**config.mk**
```make
export PLATFORM = sky130hd
export DESIGN_NAME = alu_datapath
export DESIGN_NICKNAME = d
export VERILOG_FILES = /design/src/alu_pkg.sv /design/src/alu_address_former.sv /design/src/alu_cycle_timer.sv /design/src/alu_datapath.sv
export SDC_FILE = /design/constraint.sdc
export NUM_CORES = 1
export LEC_CHECK = 0
export ABC_AREA = 1
export BUFFER_PORTS_ARGS = -buffer_cell sky130_fd_sc_hd__buf_2
export CORE_MARGIN = 2
export CORE_UTILIZATION = 51
export DETAILED_ROUTE_END_ITERATION = 10
export PLACE_DENSITY_LB_ADDON = 0.08
export SLEW_MARGIN = 25
export SYNTH_ARGS = -nofsm -noshare
export SYNTH_HDL_FRONTEND = slang
export SYNTH_SLANG_ARGS = --single-unit
```
**constraint.sdc**
```tcl
create_clock -name sys_clk -period 8.42 [get_ports sys_clk]
set_input_delay 1.684 -clock sys_clk [delete_from_list [all_inputs] [get_ports sys_clk]]
set_output_delay 1.684 -clock sys_clk [all_outputs]
set_load 0.03 [all_outputs]
```
**src/alu_pkg.sv**
```systemverilog
// alu_pkg: constants and types of the datapath
// assumes: one cpu clock, ops from the sequencer
package alu_pkg;

   // operation codes
   typedef enum logic [4:0] {
      op_subtract_with_borrow,
      op_and,
      op_or,
      op_xor,
      op_compare,
      op_compare_with_zero,
      op_index_compare,
      op_word_add,
      op_word_subtract,
      op_word_compare,
      op_unsigned_multiply,
      op_increment,
      op_decrement,
      op_word_increment,
      op_word_decrement,
      op_logical_right_shift,
      op_left_shift,
      op_arith_right_shift,
      op_word_logical_right_shift,
      op_word_left_shift,
      op_word_arith_right_shift
   } alu_op_t;

   // operand source form
   typedef enum logic [2:0] {
      src_imm,
      src_reg,
      src_saddr_imm,
      src_ram,
      src_flash,
      src_ext_ram,
      src_ext_flash
   } alu_src_t;

   // clock counts
   localparam logic [2:0] cyc_byte_ram = 3'h1;
   localparam logic [2:0] cyc_byte_flash = 3'h4;
   localparam logic [2:0] cyc_byte_ext_ram = 3'h2;
   localparam logic [2:0] cyc_byte_ext_flash = 3'h5;
   localparam logic [2:0] cyc_saddr_imm = 3'h2;
   localparam logic [2:0] cyc_word_reg = 3'h2;
   localparam logic [2:0] cyc_word_ram = 3'h2;
   localparam logic [2:0] cyc_word_flash = 3'h5;
   localparam logic [2:0] cyc_word_ext_ram = 3'h3;
   localparam logic [2:0] cyc_word_ext_flash = 3'h6;
   localparam logic [2:0] cyc_word_incdec_reg = 3'h2;
   localparam logic [2:0] cyc_word_incdec_mem = 3'h4;
   localparam logic [2:0] cyc_word_incdec_ext = 3'h5;
   localparam logic [2:0] cyc_multiply = 3'h2;
   localparam logic [2:0] cyc_byte_shift = 3'h1;
   localparam logic [2:0] cyc_word_shift = 3'h2;

   // reset values and zero byte
   localparam logic [15:0] result_reset = 16'h0000;
   localparam logic [2:0] count_reset = 3'h0;
   localparam logic [7:0] zero_byte = 8'h00;

   // half carry taps out of bit 3
   localparam int half_bit = 4;

endpackage : alu_pkg

```
**src/alu_address_former.sv**
```systemverilog
// alu_address_former: forms the 20-bit operand address
// assumes: parts come from the sequencer
`timescale 1ns/1ps
`default_nettype none
module alu_address_former (
   input wire logic use_bank,
   input wire logic [3:0] upper_bank_register,
   input wire logic [15:0] offset,
   output logic [19:0] address
);
   always_comb begin
      address = {(use_bank ? upper_bank_register : 4'h0), offset};
   end
endmodule : alu_address_former
`default_nettype wire

```
**src/alu_cycle_timer.sv**
```systemverilog
// alu_cycle_timer: clock count for each operation and source form
// assumes: read when an op is taken
`timescale 1ns/1ps
`default_nettype none
module alu_cycle_timer (
   input wire alu_pkg::alu_op_t op,
   input wire alu_pkg::alu_src_t src,
   output logic [2:0] cycles
);
   function automatic logic is_word(input alu_pkg::alu_op_t o);
      is_word = (o == alu_pkg::op_word_add) ||
         (o == alu_pkg::op_word_subtract) ||
         (o == alu_pkg::op_word_compare);
   endfunction : is_word

   always_comb begin
      cycles = alu_pkg::cyc_byte_ram;
      if (op == alu_pkg::op_unsigned_multiply) begin
         cycles = alu_pkg::cyc_multiply;
      end else if (op == alu_pkg::op_word_logical_right_shift ||
         op == alu_pkg::op_word_left_shift ||
         op == alu_pkg::op_word_arith_right_shift) begin
         cycles = alu_pkg::cyc_word_shift;
      end else if (op == alu_pkg::op_logical_right_shift ||
         op == alu_pkg::op_left_shift ||
         op == alu_pkg::op_arith_right_shift) begin
         cycles = alu_pkg::cyc_byte_shift;
      end else if (op == alu_pkg::op_word_increment ||
         op == alu_pkg::op_word_decrement) begin
         unique case (src)
            alu_pkg::src_reg: cycles = alu_pkg::cyc_word_incdec_reg;
            alu_pkg::src_ext_ram, alu_pkg::src_ext_flash:
               cycles = alu_pkg::cyc_word_incdec_ext;
            default: cycles = alu_pkg::cyc_word_incdec_mem;
         endcase
      end else if (is_word(op)) begin
         unique case (src)
            alu_pkg::src_flash: cycles = alu_pkg::cyc_word_flash;
            alu_pkg::src_ext_ram: cycles = alu_pkg::cyc_word_ext_ram;
            alu_pkg::src_ext_flash: cycles = alu_pkg::cyc_word_ext_flash;
            default: cycles = alu_pkg::cyc_word_ram;
         endcase
      end else begin
         unique case (src)
            alu_pkg::src_flash: cycles = alu_pkg::cyc_byte_flash;
            alu_pkg::src_ext_ram: cycles = alu_pkg::cyc_byte_ext_ram;
            alu_pkg::src_ext_flash: cycles = alu_pkg::cyc_byte_ext_flash;
            alu_pkg::src_saddr_imm: cycles = alu_pkg::cyc_saddr_imm;
            default: cycles = alu_pkg::cyc_byte_ram;
         endcase
      end
   end
endmodule : alu_cycle_timer
`default_nettype wire

```
**src/alu_datapath.sv**
```systemverilog
// alu_datapath: arithmetic, logic, multiply and shift unit of the cpu
// assumes: start is a one-cycle pulse with operands valid
// Operation
// - subtract with borrow: acc minus operand minus carry; Z AC CY; 1 clock
// - short-area immediate form writes memory, not acc; 2 clocks
// - AND stores result, updates only zero flag
// - OR stores result, updates only zero flag
// - XOR stores result, updates only zero flag
// - compare subtracts, discards result, sets Z AC CY; 1 clock
// - compare with zero sets Z, clears AC and CY
// - index compare: index byte minus pointer byte; 1 or 4 clocks
// - word add into pair, all flags; ext form 3 or 6 clocks
// - word subtract into pair, all flags
// - word compare keeps pair, all flags; immediate 2 clocks
// - unsigned multiply acc by index byte into pair, 2 clocks, no flags
// - byte inc/dec writes back, updates Z and AC, keeps carry
// - word inc/dec touches no flag; register 2, memory 4, ext memory 5 clocks
// - logical right shift, bit 0 to carry, 0 into bit 7, 1 clock
// - left shift, bit 7 to carry, 0 into bit 0, 1 clock
// - arithmetic right shift keeps bit 7, bit 0 to carry
// - word shifts use bits 0 and 15, 2 clocks, carry only
// - flash byte operand takes 4 clocks instead of 1
`timescale 1ns/1ps
`default_nettype none
module alu_datapath #(
   parameter int data_w = 8,
   parameter int count_w = 4
) (
   input wire logic sys_clk,
   input wire logic nrst,
   input wire logic start,
   input wire alu_pkg::alu_op_t op,
   input wire alu_pkg::alu_src_t src,
   input wire logic [15:0] operand_a,
   input wire logic [15:0] operand_b,
   input wire logic [count_w-1:0] shift_count,
   input wire logic zero_flag_in,
   input wire logic half_carry_flag_in,
   input wire logic carry_flag_in,
   input wire logic [3:0] upper_bank_register,
   input wire logic [15:0] address_offset,
   output logic busy,
   output logic done,
   output logic [15:0] result,
   output logic write_accumulator,
   output logic write_memory,
   output logic write_pair,
   output logic zero_flag,
   output logic half_carry_flag,
   output logic carry_flag,
   output logic [19:0] operand_address
);

   ////////////////////////////////////////////////////////////////////
   typedef struct packed {
      logic busy;
      logic done;
      logic [2:0] count;
      logic [15:0] result;
      logic wr_acc;
      logic wr_mem;
      logic wr_pair;
      logic z;
      logic ac;
      logic cy;
      logic [19:0] addr;
   } state_t;

   state_t st_r;
   state_t st_nxt;
   logic [2:0] cycles;
   logic [19:0] address;
   logic use_bank;

   assign use_bank = (src == alu_pkg::src_ext_ram) ||
      (src == alu_pkg::src_ext_flash);

   alu_cycle_timer timer (
      .op(op),
      .src(src),
      .cycles(cycles)
   );

   alu_address_former addr_former (
      .use_bank(use_bank),
      .upper_bank_register(upper_bank_register),
      .offset(address_offset),
      .address(address)
   );

   ////////////////////////////////////////////////////////////////////
   // a - b - borrow, returning {carry, half, diff}
   function automatic logic [17:0] sub_w(input logic [15:0] a,
      input logic [15:0] b, input logic bin, input logic wide);
      logic [16:0] d;
      logic [4:0] h;
      logic msb_borrow;
      d = {1'b0, a} - {1'b0, b} - {16'h0000, bin};
      h = {1'b0, a[3:0]} - {1'b0, b[3:0]} - {4'h0, bin};
      if (wide) begin
         msb_borrow = d[16];
      end else begin
         msb_borrow = ({1'b0, a[7:0]} - {1'b0, b[7:0]} -
            {8'h00, bin}) >> 8 != 9'h000;
      end
      sub_w = {msb_borrow, h[alu_pkg::half_bit], d[15:0]};
   endfunction : sub_w

   function automatic logic [17:0] add_w(input logic [15:0] a,
      input logic [15:0] b, input logic wide);
      logic [16:0] s;
      logic [4:0] h;
      logic [8:0] s8;
      s = {1'b0, a} + {1'b0, b};
      h = {1'b0, a[3:0]} + {1'b0, b[3:0]};
      s8 = {1'b0, a[7:0]} + {1'b0, b[7:0]};
      add_w = {(wide ? s[16] : s8[8]), h[alu_pkg::half_bit], s[15:0]};
   endfunction : add_w

   ////////////////////////////////////////////////////////////////////
   always_comb begin
      logic [17:0] r;
      logic [15:0] v;
      logic [7:0] b;
      logic c;
      r = 18'h00000;
      v = 16'h0000;
      b = 8'h00;
      c = carry_flag_in;
      st_nxt = st_r;
      st_nxt.done = 1'b0;
      if (st_r.busy) begin
         st_nxt.count = st_r.count - 3'h1;
         if (st_r.count == 3'h1) begin
            st_nxt.busy = 1'b0;
            st_nxt.done = 1'b1;
         end
      end else if (start) begin
         st_nxt.busy = (cycles != 3'h1);
         st_nxt.done = (cycles == 3'h1);
         st_nxt.count = cycles - 3'h1;
         st_nxt.addr = address;
         st_nxt.wr_acc = 1'b0;
         st_nxt.wr_mem = 1'b0;
         st_nxt.wr_pair = 1'b0;
         st_nxt.z = zero_flag_in;
         st_nxt.ac = half_carry_flag_in;
         st_nxt.cy = carry_flag_in;
         unique case (op)
            alu_pkg::op_subtract_with_borrow,
            alu_pkg::op_compare,
            alu_pkg::op_index_compare: begin
               r = sub_w({8'h00, operand_a[7:0]}, {8'h00, operand_b[7:0]},
                  (op == alu_pkg::op_subtract_with_borrow) & carry_flag_in,
                  1'b0);
               st_nxt.result = {8'h00, r[7:0]};
               st_nxt.z = (r[7:0] == alu_pkg::zero_byte);
               st_nxt.ac = r[16];
               st_nxt.cy = r[17];
               if (op == alu_pkg::op_subtract_with_borrow) begin
                  st_nxt.wr_mem = (src == alu_pkg::src_saddr_imm);
                  st_nxt.wr_acc = (src != alu_pkg::src_saddr_imm);
               end
            end
            alu_pkg::op_and, alu_pkg::op_or, alu_pkg::op_xor: begin
               unique case (op)
                  alu_pkg::op_and: b = operand_a[7:0] & operand_b[7:0];
                  alu_pkg::op_or: b = operand_a[7:0] | operand_b[7:0];
                  default: b = operand_a[7:0] ^ operand_b[7:0];
               endcase
               st_nxt.result = {8'h00, b};
               st_nxt.z = (b == alu_pkg::zero_byte);
               st_nxt.wr_mem = (src == alu_pkg::src_saddr_imm);
               st_nxt.wr_acc = (src != alu_pkg::src_saddr_imm);
            end
            alu_pkg::op_compare_with_zero: begin
               st_nxt.z = (operand_a[7:0] == alu_pkg::zero_byte);
               st_nxt.ac = 1'b0;
               st_nxt.cy = 1'b0;
            end
            alu_pkg::op_word_add: begin
               r = add_w(operand_a, operand_b, 1'b1);
               st_nxt.result = r[15:0];
               st_nxt.z = (r[15:0] == 16'h0000);
               st_nxt.ac = r[16];
               st_nxt.cy = r[17];
               st_nxt.wr_pair = 1'b1;
            end
            alu_pkg::op_word_subtract, alu_pkg::op_word_compare: begin
               r = sub_w(operand_a, operand_b, 1'b0, 1'b1);
               st_nxt.result = r[15:0];
               st_nxt.z = (r[15:0] == 16'h0000);
               st_nxt.ac = r[16];
               st_nxt.cy = r[17];
               st_nxt.wr_pair = (op == alu_pkg::op_word_subtract);
            end
            alu_pkg::op_unsigned_multiply: begin
               st_nxt.result = 16'(operand_a[7:0]) * 16'(operand_b[7:0]);
               st_nxt.wr_pair = 1'b1;
            end
            alu_pkg::op_increment, alu_pkg::op_decrement: begin
               if (op == alu_pkg::op_increment) begin
                  r = add_w({8'h00, operand_a[7:0]}, 16'h0001, 1'b0);
               end else begin
                  r = sub_w({8'h00, operand_a[7:0]}, 16'h0001, 1'b0, 1'b0);
               end
               st_nxt.result = {8'h00, r[7:0]};
               st_nxt.z = (r[7:0] == alu_pkg::zero_byte);
               st_nxt.ac = r[16];
               st_nxt.wr_acc = (src == alu_pkg::src_reg);
               st_nxt.wr_mem = (src != alu_pkg::src_reg);
            end
            alu_pkg::op_word_increment, alu_pkg::op_word_decrement: begin
               st_nxt.result = (op == alu_pkg::op_word_increment) ?
                  operand_a + 16'h0001 : operand_a - 16'h0001;
               st_nxt.wr_pair = (src == alu_pkg::src_reg);
               st_nxt.wr_mem = (src != alu_pkg::src_reg);
            end
            alu_pkg::op_logical_right_shift, alu_pkg::op_left_shift,
            alu_pkg::op_arith_right_shift: begin
               b = operand_a[7:0];
               for (int i = 0; i < (1 << count_w) - 1; i++) begin
                  if (i < int'(shift_count)) begin
                     if (op == alu_pkg::op_left_shift) begin
                        c = b[7];
                        b = {b[6:0], 1'b0};
                     end else begin
                        c = b[0];
                        b = {(op == alu_pkg::op_arith_right_shift) & b[7],
                           b[7:1]};
                     end
                  end
               end
               st_nxt.result = {8'h00, b};
               st_nxt.cy = c;
               st_nxt.wr_acc = 1'b1;
            end
            alu_pkg::op_word_logical_right_shift, alu_pkg::op_word_left_shift,
            alu_pkg::op_word_arith_right_shift: begin
               v = operand_a;
               for (int i = 0; i < (1 << count_w) - 1; i++) begin
                  if (i < int'(shift_count)) begin
                     if (op == alu_pkg::op_word_left_shift) begin
                        c = v[15];
                        v = {v[14:0], 1'b0};
                     end else begin
                        c = v[0];
                        v = {(op == alu_pkg::op_word_arith_right_shift) &
                           v[15], v[15:1]};
                     end
                  end
               end
               st_nxt.result = v;
               st_nxt.cy = c;
               st_nxt.wr_pair = 1'b1;
            end
            default: begin
               st_nxt.busy = 1'b0;
               st_nxt.done = 1'b0;
            end
         endcase
      end
      if (!nrst) begin
         st_nxt = '0;
         st_nxt.result = alu_pkg::result_reset;
         st_nxt.count = alu_pkg::count_reset;
      end
   end

   always_ff @(posedge sys_clk) begin
      st_r <= st_nxt;
   end

   assign busy = st_r.busy;
   assign done = st_r.done;
   assign result = st_r.result;
   assign write_accumulator = st_r.wr_acc;
   assign write_memory = st_r.wr_mem;
   assign write_pair = st_r.wr_pair;
   assign zero_flag = st_r.z;
   assign half_carry_flag = st_r.ac;
   assign carry_flag = st_r.cy;
   assign operand_address = st_r.addr;

endmodule : alu_datapath
`default_nettype wire

```
==> impl_metrics.yaml <==
sta:
  fmax_mhz: 143
  tns_ps: 0
  slew-limit-headroom_pct: 33.3
  max_slew.worst_pin.slew_ps: 995
  timing.final.ws_setup_ps: 1430
  setup_viol: 0
  fin_crit_sh_pct: 83.0
  fin_crit_ps: 6990
  hold_violations: 0
  maxSlewViolCount: 0
  fin_skew_ps: 2.16
  rsz0062_at_grt: "no"
worst_setup_path:
  critPathLaunchType: "input port"
  worstRegToRegCells: 8
  crit-reg2reg-launch: "busy$_SDFF_PN0_"
  crit_arrival_ps: 7120
  end_kind: "flop"
  rr_endpoint: "result[3]$_SDFFE_PN0P_"
  crit_buf_inv: 5
  r2r_slack_ps: 4890
  crit_path_max_incr_delay_ps: 570
  slowest_stage: "a221oi_1"
  path_delay_family: "adder cells"
  cp_common_cell: "nand2_1"
  worstPathMaxFanout: 18
  cp.required_ps: 8550
  path_class: "in2reg"
yosys:
  netlist_area_um2: 13100
  syn_inst: 2295
  synth_cell_type_count: 59
  yosysSeqAreaShare_pct: 7.17
  synth_edf_count: 0
  syn_nets: 2520
  async_flop_share_pct: 0
  ys_seq_elements: 47
  ys.flop_type: "dfxtp_1"
  syn_avg_cell_area_um2: 5.71
  ys_warn_count: 0
min_path:
  worstHoldEndpoint: "result[6]$_SDFFE_PN0P_"
  min-delay-start: "result[6]$_SDFFE_PN0P_"
  hold_depth: 2
  hp-class: "reg2reg"
cts:
  postCtsResizedCells: 0
  cts.sink_count: 47
  cts_buffers: 5
  cts_max_level: 2
  clk_path_buf_depth: 2
  clkSlewWorstSetupHoldPaths_ps: 60
  tritoncts: "done"
  worstSkewPairLatency_ps: 280
  cts_root_buffer: "clkbuf_16"
  post_cts_buffers: 0
  ctsHoldBuffers: 0
cells_and_area:
  num_antenna_cells: 0
  largest_reg_flops: 20
  final_common_cell: "nand2_1"
  nets: 2527
  drive_above_1_share_pct: 8.60
  area_growth_pct: 4.22
  mostFrequentLayoutCells: "707 x nand2_1, 261 x inv_1, 214 x nand3_1"
  final_cells: 2633
routing:
  vias_per_cell: 5.86
  drc: 0
  first_iter_violations: 1731
  drt-total-wl_um: 45900
  firstDrtPassIters: 8
  drtAntennaViolNets: 0
  post_drt_wl_per_cell_um: 17.4
  vias: 15400
place:
  gp_congestion: 0.986
  pre_cts_ws_ps: 1310
  placed_cells_incl_taps: 2625
  hpwl_um: 36800
  numPortBuffers: 113
global_routing:
  grt_pass1_wl_um: 72800
  antenna_found_initial: 0
  grt_max_degree: 54
  grt-busiest-layer: "met2"
  groute.usage.overall_pct: 33.7
  grt_util_met3_pct: 5.43
  grtUsageMet2_pct: 50.9
  grt_overflow: 0
  grt_pass1_vias: 13800
  use_met1_pct: 50.6
floorplanning:
  std_cell_rows: 58
  chipHeight_um: 164
  coreArea_um2: 25200
  fp.dieArea_um2: 27000
  ioPinCount: 114
  start_util_pct: 52.1
  die_w_um: 164
run_status:
  outcome: "finished clean"
power_and_ir_drop:
  leakagePower_nw: 7.20
  p_per_area_nw_per_um2: 110
  max-vdd-ir-drop_v: 0.000129
  p_total_mw: 1.51
flow_run:
  cap_violations: 0
## area by class of cell
cell class | count | area [um^2]
fill | 2723 | 11500
multi-input combinational | 1829 | 10400
inverter | 288 | 1090
sequential | 47 | 941
timing repair buffer | 131 | 701
tap | 330 | 413
clock buffer | 7 | 153
clock inverter | 1 | 7.51
## worst min-delay path, stage by stage (launching register included)
cell and delay [ps]:
dfxtp_1 310, nand2_1 60, a21oi_1 50
## cells by family (layout without fill, tap and decap cells)
family | Yosys count | after routing | share of synthesized area [%]
simple gates | 1237 | 1237 | 41.1
buf+inv | 419 | 427 | 13.8
compound gates | 387 | 387 | 17.5
fa+ha+maj | 155 | 155 | 17.1
xor+xnor | 49 | 49 | 3.27
flops | 47 | 47 | 7.17
mux | 1 | 1 | 0.0763
## power by group
part           total, mW  internal [mW]  switching, mW  leakage [nW]
Clock              0.205          0.126         0.0792        0.0761
Sequential         0.254          0.243         0.0105         0.386
Combinational       1.05          0.345          0.704          6.74
Total               1.51          0.714          0.794          7.20
## through the flow
stage	util (%)	cell area (um^2)	hold WS (ps)
final	54.3	13700	462
after floorplan	-	13100	446
after global placement	53.6	13500	451
after CTS	54.3	13700	464
after global routing	54.3	13700	490
after detailed placement	53.6	13500	454
## Yosys cell counts (21+ instances only)
cell type  number  area [um^2]
inv_1         261          980
nand2_1       707         2650
nand3_1       214         1070
o211ai_1       30          225
ha_1          114         1430
dfxtp_1        47          941
buf_2          21          105
nor2_1        173          649
fa_1           41          821
xor2_1         40          350
buf_4          42          315
nand4_1        58          363
o21ai_0       118          591
clkbuf_1       51          191
a21oi_1       126          631
## worst max-delay path by stage
| stage | from | endpoint | cells after the start |
|---|---|---|---|
| after CTS | operand_a[3] | result[15]$_SDFFE_PN0P_ | 31 |
| final | operand_a[3] | result[15]$_SDFFE_PN0P_ | 31 |
| after global placement | operand_a[1] | result[15]$_SDFFE_PN0P_ | 32 |
| after detailed placement | operand_a[3] | result[15]$_SDFFE_PN0P_ | 31 |
| after floorplan | operand_a[4] | result[15]$_SDFFE_PN0P_ | 29 |
| after global routing | operand_a[3] | result[15]$_SDFFE_PN0P_ | 31 |
## layer usage
layer / up-vias / part of all wire (%)
met4: 0 / 1.8
met1: 7061 / 46
met5: - / 0
met3: 73 / 10
met2: 723 / 41
li1: 7560 / -
No activity file was read; power rests on OpenSTA's default activity.
